<file path="config.mk">
export PLATFORM = sky130hd
export DESIGN_NAME = hcd_top
export DESIGN_NICKNAME = d
export VERILOG_FILES = /design/src/shared/hcd_pkg.sv /design/src/design/hcd_noise_filter.sv /design/src/design/hcd_hall_delay.sv /design/src/design/hcd_top.sv
export SDC_FILE = /design/constraint.sdc
export NUM_CORES = 1
export LEC_CHECK = 0
export BUFFER_PORTS_ARGS = -buffer_cell sky130_fd_sc_hd__buf_4
export CAP_MARGIN = 20
export CORE_MARGIN = 4
export CORE_UTILIZATION = 50
export DETAILED_ROUTE_END_ITERATION = 10
export GPL_ROUTABILITY_DRIVEN = 1
export PLACE_DENSITY = 0.69
export SKIP_LAST_GASP = 1
export SYNTH_ARGS = -nofsm -noshare
export SYNTH_HDL_FRONTEND = slang
export SYNTH_SLANG_ARGS = --single-unit
</file>
<file path="constraint.sdc">
create_clock -name clk_sys -period 5.9 [get_ports clk_sys]
set_input_delay 0.295 -clock clk_sys [delete_from_list [all_inputs] [get_ports clk_sys]]
set_output_delay 0.295 -clock clk_sys [all_outputs]
set_load 0.05 [all_outputs]
</file>
<file path="src/shared/hcd_pkg.sv">
package hcd_pkg;
	localparam logic [7:0] OFS_CTRL = 8'h00;
	localparam logic [7:0] OFS_SOFT_HALL = 8'h04;
	localparam logic [7:0] OFS_FILTER_MODE = 8'h08;
	localparam logic [7:0] OFS_FILTER_COUNT = 8'h0C;
	localparam logic [7:0] OFS_POLARITY = 8'h10;
	localparam logic [7:0] OFS_STATUS = 8'h14;
	localparam logic [7:0] OFS_GATE_OE = 8'h18;
	localparam logic [7:0] OFS_TABLE = 8'h40;
	localparam int TABLE_ENTRIES = 12;
	localparam int BACKWARD_BASE = 6;
	// Control register fields, then reset value, filter-mode enable bit, drive patterns and unused codes
	localparam int F_DEC_EN = 0;
	localparam int F_DIR = 1;
	localparam int F_BRAKE = 2;
	localparam int F_SRC = 3;
	localparam int F_ANGLE = 4;
	localparam int F_DLY = 5;
	localparam int F_TSEL_LO = 6;
	localparam logic [7:0] CTRL_RESET = 8'h10;
	localparam int F_FILT_EN = 3;
	localparam logic [5:0] DRIVE_BRAKE = 6'h15;
	localparam logic [5:0] DRIVE_OFF = 6'h00;
	localparam logic [2:0] FILT_SEL_UNUSED = 3'h7;
	localparam logic [1:0] TSEL_UNUSED = 2'h3;
endpackage

</file>
<file path="src/design/hcd_noise_filter.sv">
`timescale 1ns/1ps
module hcd_noise_filter import hcd_pkg::*; #(
	parameter int CHANNELS = 3,
	parameter int CNT_W = 5
) (
	input wire logic clk_sys,
	input wire logic reset_n,
	input wire logic filter_enable,
	input wire logic [2:0] filter_clock_sel,
	input wire logic [CNT_W-1:0] filter_check_count,
	input wire logic [CHANNELS-1:0] raw_hall_signals,
	output logic [CHANNELS-1:0] filtered
);
	logic [6:0] div_cnt;
	logic [6:0] div_mask;
	logic tick;

	always_ff @(posedge clk_sys or negedge reset_n) begin
		if (!reset_n) begin
			div_cnt <= 7'h00;
		end else begin
			div_cnt <= div_cnt + 7'h01;
		end
	end

	// Sample every 2^(sel+1) clocks; the unused code never samples
	always_comb begin
		div_mask = 7'(({7'h00, 1'b1} << (filter_clock_sel + 3'h1)) - 8'h01);
		tick = (&(div_cnt | ~div_mask)) && (filter_clock_sel != FILT_SEL_UNUSED);
	end

	genvar i;
	generate
		for (i = 0; i < CHANNELS; i++) begin : g_chan
			logic [CNT_W-1:0] agree;
			always_ff @(posedge clk_sys or negedge reset_n) begin
				if (!reset_n) begin
					filtered[i] <= 1'b0;
					agree <= '0;
				end else if (!filter_enable) begin
					filtered[i] <= raw_hall_signals[i];
					agree <= '0;
				end else if (tick) begin
					if (raw_hall_signals[i] == filtered[i]) begin
						agree <= '0;
					end else if (agree >= filter_check_count) begin
						filtered[i] <= raw_hall_signals[i];
						agree <= '0;
					end else begin
						agree <= agree + 1'b1;
					end
				end
			end
		end
	endgenerate

	chk_filter_bypass: assert property (@(posedge clk_sys) disable iff (!reset_n)
		!filter_enable |=> filtered == $past(raw_hall_signals))
		else $error("bypassed filter did not follow raw input");
endmodule // hcd_noise_filter

</file>
<file path="src/design/hcd_hall_delay.sv">
`timescale 1ns/1ps
module hcd_hall_delay import hcd_pkg::*; (
	input wire logic clk_sys,
	input wire logic reset_n,
	input wire logic delay_path_sel,
	input wire logic [1:0] delay_timer_sel,
	input wire logic [2:0] hall_in,
	input wire logic [2:0] timer_match,
	output logic [2:0] hall_out,
	output logic [2:0] timer_run_bit
);
	logic [2:0] delay_buffer_first;
	logic [2:0] delay_buffer_second;
	logic sel_match;

	assign sel_match = (delay_timer_sel != TSEL_UNUSED) && timer_match[delay_timer_sel];
	assign hall_out = delay_path_sel ? delay_buffer_second : hall_in;

	always_ff @(posedge clk_sys or negedge reset_n) begin
		if (!reset_n) begin
			delay_buffer_first <= 3'h0;
			delay_buffer_second <= 3'h0;
			timer_run_bit <= 3'h0;
		end else if (!delay_path_sel) begin
			delay_buffer_first <= 3'h0;
			delay_buffer_second <= 3'h0;
			timer_run_bit <= 3'h0;
		end else if (hall_in != delay_buffer_first) begin
			// A new step sets the selected run bit; one inside the delay leaves it set, so the timer is not restarted
			delay_buffer_first <= hall_in;
			timer_run_bit <= 3'h0;
			if (delay_timer_sel != TSEL_UNUSED) begin
				timer_run_bit[delay_timer_sel] <= 1'b1;
			end
		end else if (sel_match && timer_run_bit[delay_timer_sel]) begin
			delay_buffer_second <= delay_buffer_first;
			timer_run_bit <= 3'h0;
		end
	end

	chk_buffers_cleared: assert property (@(posedge clk_sys) disable iff (!reset_n)
		!delay_path_sel |=> (delay_buffer_first == 3'h0) && (delay_buffer_second == 3'h0))
		else $error("delay buffers not cleared while bypassed");
	chk_timer_run_idle: assert property (@(posedge clk_sys) disable iff (!reset_n)
		!delay_path_sel |=> timer_run_bit == 3'h0)
		else $error("timer run driven while delay bypassed");
	chk_run_on_step: assert property (@(posedge clk_sys) disable iff (!reset_n)
		(delay_path_sel && delay_timer_sel == 2'h1 && hall_in != delay_buffer_first)
		|=> timer_run_bit == 3'h2)
		else $error("timer 1 not started on new step");
endmodule // hcd_hall_delay

</file>
<file path="src/design/hcd_top.sv">
`timescale 1ns/1ps
module hcd_top import hcd_pkg::*; (
	input wire logic clk_sys,
	input wire logic reset_n,
	input wire logic [7:0] avs_address,
	input wire logic avs_read,
	input wire logic avs_write,
	input wire logic [31:0] avs_writedata,
	output logic [31:0] avs_readdata,
	output logic avs_waitrequest,
	input wire logic [2:0] hall_sensor_inputs,
	input wire logic [2:0] timer_match,
	output logic [2:0] timer_run_bit,
	output logic gate_a_top_pin,
	output logic gate_a_top_pin_oe,
	output logic gate_a_bottom_pin,
	output logic gate_a_bottom_pin_oe,
	output logic gate_b_top_pin,
	output logic gate_b_top_pin_oe,
	output logic gate_b_bottom_pin,
	output logic gate_b_bottom_pin_oe,
	output logic gate_c_top_pin,
	output logic gate_c_top_pin_oe,
	output logic gate_c_bottom_pin,
	output logic gate_c_bottom_pin_oe
);
	logic [7:0] ctrl;
	logic [2:0] soft_hall_reg;
	logic [3:0] filter_mode_reg;
	logic [4:0] filter_count_reg;
	logic [5:0] gate_polarity_ctrl;
	logic gate_oe;
	logic [5:0] commutation_entry [TABLE_ENTRIES];
	logic [2:0] filtered_hall;
	logic [2:0] source_hall;
	logic [2:0] decode_hall;
	logic bus_take;
	logic wr_take;
	logic [31:0] next_readdata;
	logic [2:0] step_idx;
	logic step_valid;
	logic [3:0] entry_idx;
	logic [5:0] next_drive;
	logic [5:0] next_guarded;
	logic [5:0] pol_by_drive;
	logic [5:0] decoded_q;
	logic [5:0] guarded_q;

	// Register access: one wait cycle, request completes when waitrequest is low
	assign bus_take = (avs_read || avs_write) && avs_waitrequest;
	assign wr_take = avs_write && !avs_waitrequest;

	always_ff @(posedge clk_sys or negedge reset_n) begin
		if (!reset_n) begin
			avs_waitrequest <= 1'b1;
		end else begin
			avs_waitrequest <= !bus_take;
		end
	end

	always_ff @(posedge clk_sys or negedge reset_n) begin
		if (!reset_n) begin
			ctrl <= CTRL_RESET;
			soft_hall_reg <= 3'h0;
			filter_mode_reg <= 4'h0;
			filter_count_reg <= 5'h00;
			gate_polarity_ctrl <= 6'h00;
			gate_oe <= 1'b0;
		end else if (wr_take) begin
			case (avs_address)
				OFS_CTRL: ctrl <= avs_writedata[7:0];
				OFS_SOFT_HALL: soft_hall_reg <= avs_writedata[2:0];
				OFS_FILTER_MODE: filter_mode_reg <= avs_writedata[3:0];
				OFS_FILTER_COUNT: filter_count_reg <= avs_writedata[4:0];
				OFS_POLARITY: gate_polarity_ctrl <= avs_writedata[5:0];
				OFS_GATE_OE: gate_oe <= avs_writedata[0];
				default: begin
				end
			endcase
		end
	end

	genvar t;
	generate
		for (t = 0; t < TABLE_ENTRIES; t++) begin : g_entry
			always_ff @(posedge clk_sys or negedge reset_n) begin
				if (!reset_n) begin
					commutation_entry[t] <= 6'h00;
				end else if (wr_take && avs_address == OFS_TABLE + 8'(4 * t)) begin
					commutation_entry[t] <= avs_writedata[5:0];
				end
			end
		end
	endgenerate

	always_comb begin
		next_readdata = 32'h0000_0000;
		if (avs_address >= OFS_TABLE && avs_address < OFS_TABLE + 8'(4 * TABLE_ENTRIES)
			&& avs_address[1:0] == 2'h0) begin
			next_readdata[5:0] = commutation_entry[4'((avs_address - OFS_TABLE) >> 2)];
		end else begin
			case (avs_address)
				OFS_CTRL: next_readdata[7:0] = ctrl;
				OFS_SOFT_HALL: next_readdata[2:0] = soft_hall_reg;
				OFS_FILTER_MODE: next_readdata[3:0] = filter_mode_reg;
				OFS_FILTER_COUNT: next_readdata[4:0] = filter_count_reg;
				OFS_POLARITY: next_readdata[5:0] = gate_polarity_ctrl;
				OFS_STATUS: next_readdata[11:0] = {decode_hall, step_valid, 2'h0, guarded_q};
				OFS_GATE_OE: next_readdata[0] = gate_oe;
				default: next_readdata = 32'h0000_0000;
			endcase
		end
	end

	always_ff @(posedge clk_sys or negedge reset_n) begin
		if (!reset_n) begin
			avs_readdata <= 32'h0000_0000;
		end else if (avs_read && avs_waitrequest) begin
			avs_readdata <= next_readdata;
		end
	end

	hcd_noise_filter #(
		.CHANNELS(3),
		.CNT_W(5)
	) u_filter (
		.clk_sys(clk_sys),
		.reset_n(reset_n),
		.filter_enable(filter_mode_reg[F_FILT_EN]),
		.filter_clock_sel(filter_mode_reg[2:0]),
		.filter_check_count(filter_count_reg),
		.raw_hall_signals(hall_sensor_inputs),
		.filtered(filtered_hall)
	);

	// Bit 0 of each vector is sensor A; patterns below are written as {A,B,C}
	assign source_hall = ctrl[F_SRC] ? filtered_hall : soft_hall_reg;

	hcd_hall_delay u_delay (
		.clk_sys(clk_sys),
		.reset_n(reset_n),
		.delay_path_sel(ctrl[F_DLY]),
		.delay_timer_sel(ctrl[F_TSEL_LO+1:F_TSEL_LO]),
		.hall_in(source_hall),
		.timer_match(timer_match),
		.hall_out(decode_hall),
		.timer_run_bit(timer_run_bit)
	);

	always_comb begin
		step_valid = 1'b1;
		step_idx = 3'h0;
		case ({decode_hall[0], decode_hall[1], decode_hall[2]})
			3'h4: step_idx = 3'h0;
			3'h6: step_idx = 3'h1;
			3'h7: begin
				step_idx = 3'h2;
				step_valid = !ctrl[F_ANGLE];
			end
			3'h2: begin
				step_idx = 3'h2;
				step_valid = ctrl[F_ANGLE];
			end
			3'h3: step_idx = 3'h3;
			3'h1: step_idx = 3'h4;
			3'h0: begin
				step_idx = 3'h5;
				step_valid = !ctrl[F_ANGLE];
			end
			3'h5: begin
				step_idx = 3'h5;
				step_valid = ctrl[F_ANGLE];
			end
			default: step_valid = 1'b0;
		endcase
	end

	assign entry_idx = ctrl[F_DIR] ? 4'(step_idx) + 4'(BACKWARD_BASE) : 4'(step_idx);

	// Brake outranks everything; a one in the pattern means transistor on
	always_comb begin
		if (ctrl[F_BRAKE]) begin
			next_drive = DRIVE_BRAKE;
		end else if (!ctrl[F_DEC_EN]) begin
			next_drive = DRIVE_OFF;
		end else if (!step_valid) begin
			next_drive = DRIVE_OFF;
		end else begin
			next_drive = commutation_entry[entry_idx];
		end
	end

	genvar p;
	generate
		for (p = 0; p < 3; p++) begin : g_pair
			// Both arms on would short the supply, so the pair is dropped entirely
			assign next_guarded[2*p+1] = next_drive[2*p+1] & ~next_drive[2*p];
			assign next_guarded[2*p] = next_drive[2*p] & ~next_drive[2*p+1];
		end
	endgenerate

	// Drive vector runs A top at bit 5; polarity runs A top at bit 0
	assign pol_by_drive = {gate_polarity_ctrl[0], gate_polarity_ctrl[1], gate_polarity_ctrl[2],
		gate_polarity_ctrl[3], gate_polarity_ctrl[4], gate_polarity_ctrl[5]};

	always_ff @(posedge clk_sys or negedge reset_n) begin
		if (!reset_n) begin
			decoded_q <= 6'h00;
			guarded_q <= 6'h00;
			{gate_a_top_pin, gate_a_bottom_pin, gate_b_top_pin} <= 3'h0;
			{gate_b_bottom_pin, gate_c_top_pin, gate_c_bottom_pin} <= 3'h0;
		end else begin
			decoded_q <= next_drive;
			guarded_q <= next_guarded;
			{gate_a_top_pin, gate_a_bottom_pin, gate_b_top_pin, gate_b_bottom_pin,
				gate_c_top_pin, gate_c_bottom_pin} <= next_guarded ^ pol_by_drive;
		end
	end

	// Pins float until software turns the drivers on
	always_ff @(posedge clk_sys or negedge reset_n) begin
		if (!reset_n) begin
			{gate_a_top_pin_oe, gate_a_bottom_pin_oe, gate_b_top_pin_oe} <= 3'h0;
			{gate_b_bottom_pin_oe, gate_c_top_pin_oe, gate_c_bottom_pin_oe} <= 3'h0;
		end else begin
			{gate_a_top_pin_oe, gate_a_bottom_pin_oe, gate_b_top_pin_oe} <= {3{gate_oe}};
			{gate_b_bottom_pin_oe, gate_c_top_pin_oe, gate_c_bottom_pin_oe} <= {3{gate_oe}};
		end
	end

	chk_guard_no_short: assert property (@(posedge clk_sys) disable iff (!reset_n)
		!(guarded_q[5] & guarded_q[4]) && !(guarded_q[3] & guarded_q[2])
		&& !(guarded_q[1] & guarded_q[0]))
		else $error("guard let both arms of a pair on");
	chk_brake_pattern: assert property (@(posedge clk_sys) disable iff (!reset_n)
		ctrl[F_BRAKE] |=> guarded_q == DRIVE_BRAKE)
		else $error("brake did not force bottoms on, tops off");
	chk_disable_free: assert property (@(posedge clk_sys) disable iff (!reset_n)
		(!ctrl[F_BRAKE] && !ctrl[F_DEC_EN]) |=> guarded_q == DRIVE_OFF)
		else $error("disabled decoder drove a gate");
	chk_invalid_off: assert property (@(posedge clk_sys) disable iff (!reset_n)
		(!ctrl[F_BRAKE] && !step_valid) |=> decoded_q == DRIVE_OFF)
		else $error("invalid sensor pattern drove a gate");
	chk_backward_table: assert property (@(posedge clk_sys) disable iff (!reset_n)
		(!ctrl[F_BRAKE] && ctrl[F_DEC_EN] && ctrl[F_DIR] && step_valid && step_idx == 3'h0)
		|=> decoded_q == $past(commutation_entry[6]))
		else $error("backward first step did not use entry 6");
	chk_polarity_map: assert property (@(posedge clk_sys) disable iff (!reset_n)
		##1 (gate_a_top_pin == (guarded_q[5] ^ $past(gate_polarity_ctrl[0])))
		&& (gate_c_bottom_pin == (guarded_q[0] ^ $past(gate_polarity_ctrl[5]))))
		else $error("gate polarity mapping wrong");
	chk_pins_float: assert property (@(posedge clk_sys) disable iff (!reset_n)
		!gate_oe |=> !gate_a_top_pin_oe && !gate_c_bottom_pin_oe)
		else $error("gate pin driven while drivers off");
	chk_pol_upper_zero: assert property (@(posedge clk_sys) disable iff (!reset_n)
		(avs_read && avs_waitrequest && avs_address == OFS_POLARITY)
		|=> avs_readdata[31:6] == 26'h0)
		else $error("polarity upper bits not zero");
	chk_soft_source: assert property (@(posedge clk_sys) disable iff (!reset_n)
		(!ctrl[F_SRC] && !ctrl[F_DLY]) |-> decode_hall == soft_hall_reg)
		else $error("software mode did not use software bits");
endmodule // hcd_top

</file>
==> reports/metrics.yaml <==
run_status:
  outcome: "finished, final reports clean"
timing:
  fin_skew_ns: 0.0174
  setup_repair_after_global_routing_missed_its_margin: "no"
  setup-violations-final: 0
  achievable-frequency_mhz: 257
  finalCritPeriodShare_pct: 65.8
  final.setup.tns_ns: 0
  hold_viol_final: 0
  slew_viol_final: 0
  final.min_clock_period_ns: 3.88
  tightestPinTransition_ns: 1.21
  max_slew_margin_pct: 18.6
placement:
  placement.io_buffers: 53
  gpl.final_weighted_congestion: 0.945
  hpwlAfterDp_um: 16800
routing:
  routed-via-count: 7077
  avgViaCountPerCell: 6.22
  route.top_layer_used: "met4"
  drtPass1Iterations: 5
  route.met3.wl_um: 2010
  avgRoutedWirePerCell_um: 21.4
  route.met2.wl_um: 11000
  detail_route.wirelength.met1_um: 10600
  drc: 0
  antenna_violating_nets_post_route: 0
  totalWireLength_um: 24400
  detailedRoute.firstIterationViolations: 675
cells_and_area:
  multi_input_comb_area_um2: 5010
  top_register: "commutation_entry"
  layout_top_registers: "commutation_entry: 72 flops, u_filter.g_chan.agree: 15 flops, avs_readdata: 12 flops"
  final_core_util_pct: 57.2
  largest_register_ffs: 72
  nNetsFinal: 968
  fill_cells: 1525
  final_layout_size_suffix_gt1_share_pct: 26.3
  syn_to_final_growth_pct: 11.0
  ff_latch_area_um2: 3980
  number_of_antenna_repair_diodes: 0
clock_network:
  clockBufferDepth: 2
  cts-htree-levels: 4
  cts.sinks: 159
  insertion_delay_ns: 0.44
  post_cts_buffers: 0
  clk_transition_reported_paths_ns: 0.06
  cts-buffers-inserted: 17
  postCtsResizedCells: 0
  clock_tree.root_cell: "sky130_fd_sc_hd__clkbuf_16"
  hold_buffers: 1
  tritoncts: "done"
worst_setup_path:
  cp_slowest_cell: "sky130_fd_sc_hd__mux2i_2"
  worstPathBufferInverterCount: 0
  critPathMaxStageDelay_ns: 0.92
  critical_path.startpoint_type: "flop"
  crit_path_end_kind: "flop"
  cp_arrival_ns: 4.22
  cp_top_family: "compound AO/OA/AOI/OAI gates"
  worstPathCellList: "mux2i_2, a21o_1, mux4_2, o221ai_1, a221oi_1, and2_1, xor2_1"
  crit_required_ns: 6.23
  crit_path_max_fanout: 23
  timing_worst_setup_path_type: "flop to flop"
synthesis:
  post_synth.cell_area_avg_um2: 10.9
  synth.yosys.seq_area_share_pct: 42.3
  yosysUniqueCellTypes: 72
  ys_seq_elements: 159
  number_of_flops_mapped_to_enable_cells_by_yosys: 0
  post_synth_instance_area_um2: 9420
  post_synth_inst_count: 865
  yosys_warn_count: 0
  postSynth.asyncResetShare_pct: 100
  synth_flop_cell: "sky130_fd_sc_hd__dfrtp_1"
run:
  cap_violations: 0
floorplanning:
  die_y_um: 145
  pin_count: 98
  placement_rows: 49
  initial_core_util_pct: 51.6
  coreArea_um2: 18300
  die_width_um: 145
  fp.dieArea_um2: 21100
pwr:
  irDropWorstVdd_mv: 0.188
  cellPowerDensity_nw_per_um2: 245
  static-leakage-power_nw: 4.75
global_route:
  grt_util_all_layers_pct: 23.3
  vias_in_the_first_global_route: 6986
  grt_start_max_net_pins: 93
  overflow: 0
  antenna_found_initial: 0
  grt_pass1_wl_um: 39300
min_path:
  min-delay-path-class: "primary input to flop"
## cell usage in the layout, fill, tap and decap left out, types with 6 or more instances in the layout
cell,Yosys,layout
sky130_fd_sc_hd__mux2_2,106,106
sky130_fd_sc_hd__nor2_1,48,48
sky130_fd_sc_hd__o22ai_1,9,9
sky130_fd_sc_hd__o211ai_1,8,8
sky130_fd_sc_hd__mux4_2,26,26
sky130_fd_sc_hd__xnor2_1,11,11
sky130_fd_sc_hd__buf_4,30,58
sky130_fd_sc_hd__mux2i_1,36,35
sky130_fd_sc_hd__o21ai_0,39,39
sky130_fd_sc_hd__a22oi_1,13,13
sky130_fd_sc_hd__nor4_1,11,11
sky130_fd_sc_hd__clkbuf_16,0,17
sky130_fd_sc_hd__nor3_1,19,19
sky130_fd_sc_hd__a22o_1,8,8
sky130_fd_sc_hd__a211oi_1,7,7
sky130_fd_sc_hd__conb_1,1,20
sky130_fd_sc_hd__nand2_1,74,74
sky130_fd_sc_hd__ha_1,22,22
sky130_fd_sc_hd__nand2b_1,9,9
sky130_fd_sc_hd__nor2b_1,9,9
sky130_fd_sc_hd__xor2_1,10,10
sky130_fd_sc_hd__a21o_1,15,15
sky130_fd_sc_hd__inv_1,29,29
sky130_fd_sc_hd__dfrtp_1,157,157
sky130_fd_sc_hd__a221oi_1,6,6
sky130_fd_sc_hd__a21oi_1,26,26
sky130_fd_sc_hd__a31oi_1,10,10
sky130_fd_sc_hd__nand3_1,14,14
## layout make-up
class | instances | share of cell area [%]
timing repair buffer | 60 | 4.37
clock buffer | 22 | 4.53
multi-input combinational | 626 | 47.9
inverter | 32 | 1.15
clock inverter | 10 | 1.22
tap | 229 | 2.74
sequential | 159 | 38.1
## worst reg2reg max path: cells and delay by family, from the launching register on
| kind | cells | cell delay, ns |
|---|---|---|
| flip-flops | 1 | 0.52 |
| AO/OA/AOI/OAI | 3 | 1.51 |
| AND/OR/NAND/NOR | 1 | 0.27 |
| multiplexers | 2 | 1.29 |
| XOR/XNOR | 1 | 0.21 |
## synthesized netlist by cell type, types with 4 or more instances
cell type                   instances  area share (%)
sky130_fd_sc_hd__a211oi_1           7            0.56
sky130_fd_sc_hd__a21o_1            15             1.2
sky130_fd_sc_hd__a21oi_1           26             1.4
sky130_fd_sc_hd__a221oi_1           6            0.56
sky130_fd_sc_hd__a22o_1             8            0.74
sky130_fd_sc_hd__a22oi_1           13             1.0
sky130_fd_sc_hd__a31oi_1           10            0.66
sky130_fd_sc_hd__and2_1             5            0.33
sky130_fd_sc_hd__buf_2             10            0.53
sky130_fd_sc_hd__buf_4             30             2.4
sky130_fd_sc_hd__clkbuf_1          23            0.92
sky130_fd_sc_hd__dfrtp_1          157              42
sky130_fd_sc_hd__ha_1              22             2.9
sky130_fd_sc_hd__inv_1             29             1.2
sky130_fd_sc_hd__mux2_2           106              13
sky130_fd_sc_hd__mux2i_1           36             3.8
sky130_fd_sc_hd__mux4_2            26             6.2
sky130_fd_sc_hd__nand2_1           74             2.9
sky130_fd_sc_hd__nand2b_1           9            0.60
sky130_fd_sc_hd__nand3_1           14            0.74
sky130_fd_sc_hd__nor2_1            48             1.9
sky130_fd_sc_hd__nor2b_1            9            0.60
sky130_fd_sc_hd__nor3_1            19             1.0
sky130_fd_sc_hd__nor4_1            11            0.73
sky130_fd_sc_hd__o211ai_1           8            0.64
sky130_fd_sc_hd__o21ai_0           39             2.1
sky130_fd_sc_hd__o22ai_1            9            0.60
sky130_fd_sc_hd__o2bb2ai_1          4            0.37
sky130_fd_sc_hd__or3_1              5            0.33
sky130_fd_sc_hd__or4_1              4            0.32
sky130_fd_sc_hd__xnor2_1           11             1.0
sky130_fd_sc_hd__xor2_1            10            0.93
## path summary, 6_finish.rpt
kind,start,to,slack (ns),cells after the start
max in group asynchronous,reset_n,commutation_entry[69],3.97,3
worst max-delay path,ctrl[3],gate_c_bottom_pin,2.02,7
worst min register to register,gate_oe,gate_c_bottom_pin_oe,0.41,0
worst min-delay path,avs_read,avs_waitrequest,0.03,2
min in group asynchronous,reset_n,u_delay.timer_run_bit[0],0.49,2
worst max register to register,ctrl[3],gate_c_bottom_pin,2.02,7
## cells by family (layout without fill, tap and decap cells)
family	after synthesis	count (layout)	share of synthesized area, %
XOR/XNOR	22	22	2.13
multiplexers	169	169	22.9
AO/OA/AOI/OAI	175	175	13.0
buffers and inverters	99	124	5.35
other	1	20	0.0398
AND/OR/NAND/NOR	218	218	11.5
adder cells (fa/ha/maj)	22	22	2.92
flip-flops	159	159	42.3
## metrics by stage
stage               setup slack, ns  instances  hold slack, ns  power [mW]  cell area [um2]
floorplan                      2.94        884       -0.000591        1.37             9490
global placement               2.24       1105           0.403        1.45             9850
detailed placement             2.23       1105           0.398        1.46             9850
CTS                            2.21       1138          0.0179        2.58            10500
global route                   1.92       1138          0.0448        2.65            10500
finish                         2.02       1138          0.0260        2.56            10500
## routing by layer
layer,track usage (%),vias up
met5,0,-
met4,7.69,0
met3,5.77,47
met2,35.8,311
met1,32.7,3504
li1,-,3215
## report_power, final
part | total, mW | switching (mW) | internal, mW
Clock | 1.12 | 0.459 | 0.662
Sequential | 1.14 | 0.0269 | 1.12
Combinational | 0.300 | 0.199 | 0.100
Total | 2.56 | 0.686 | 1.88
(Power assumes the default switching activity.)
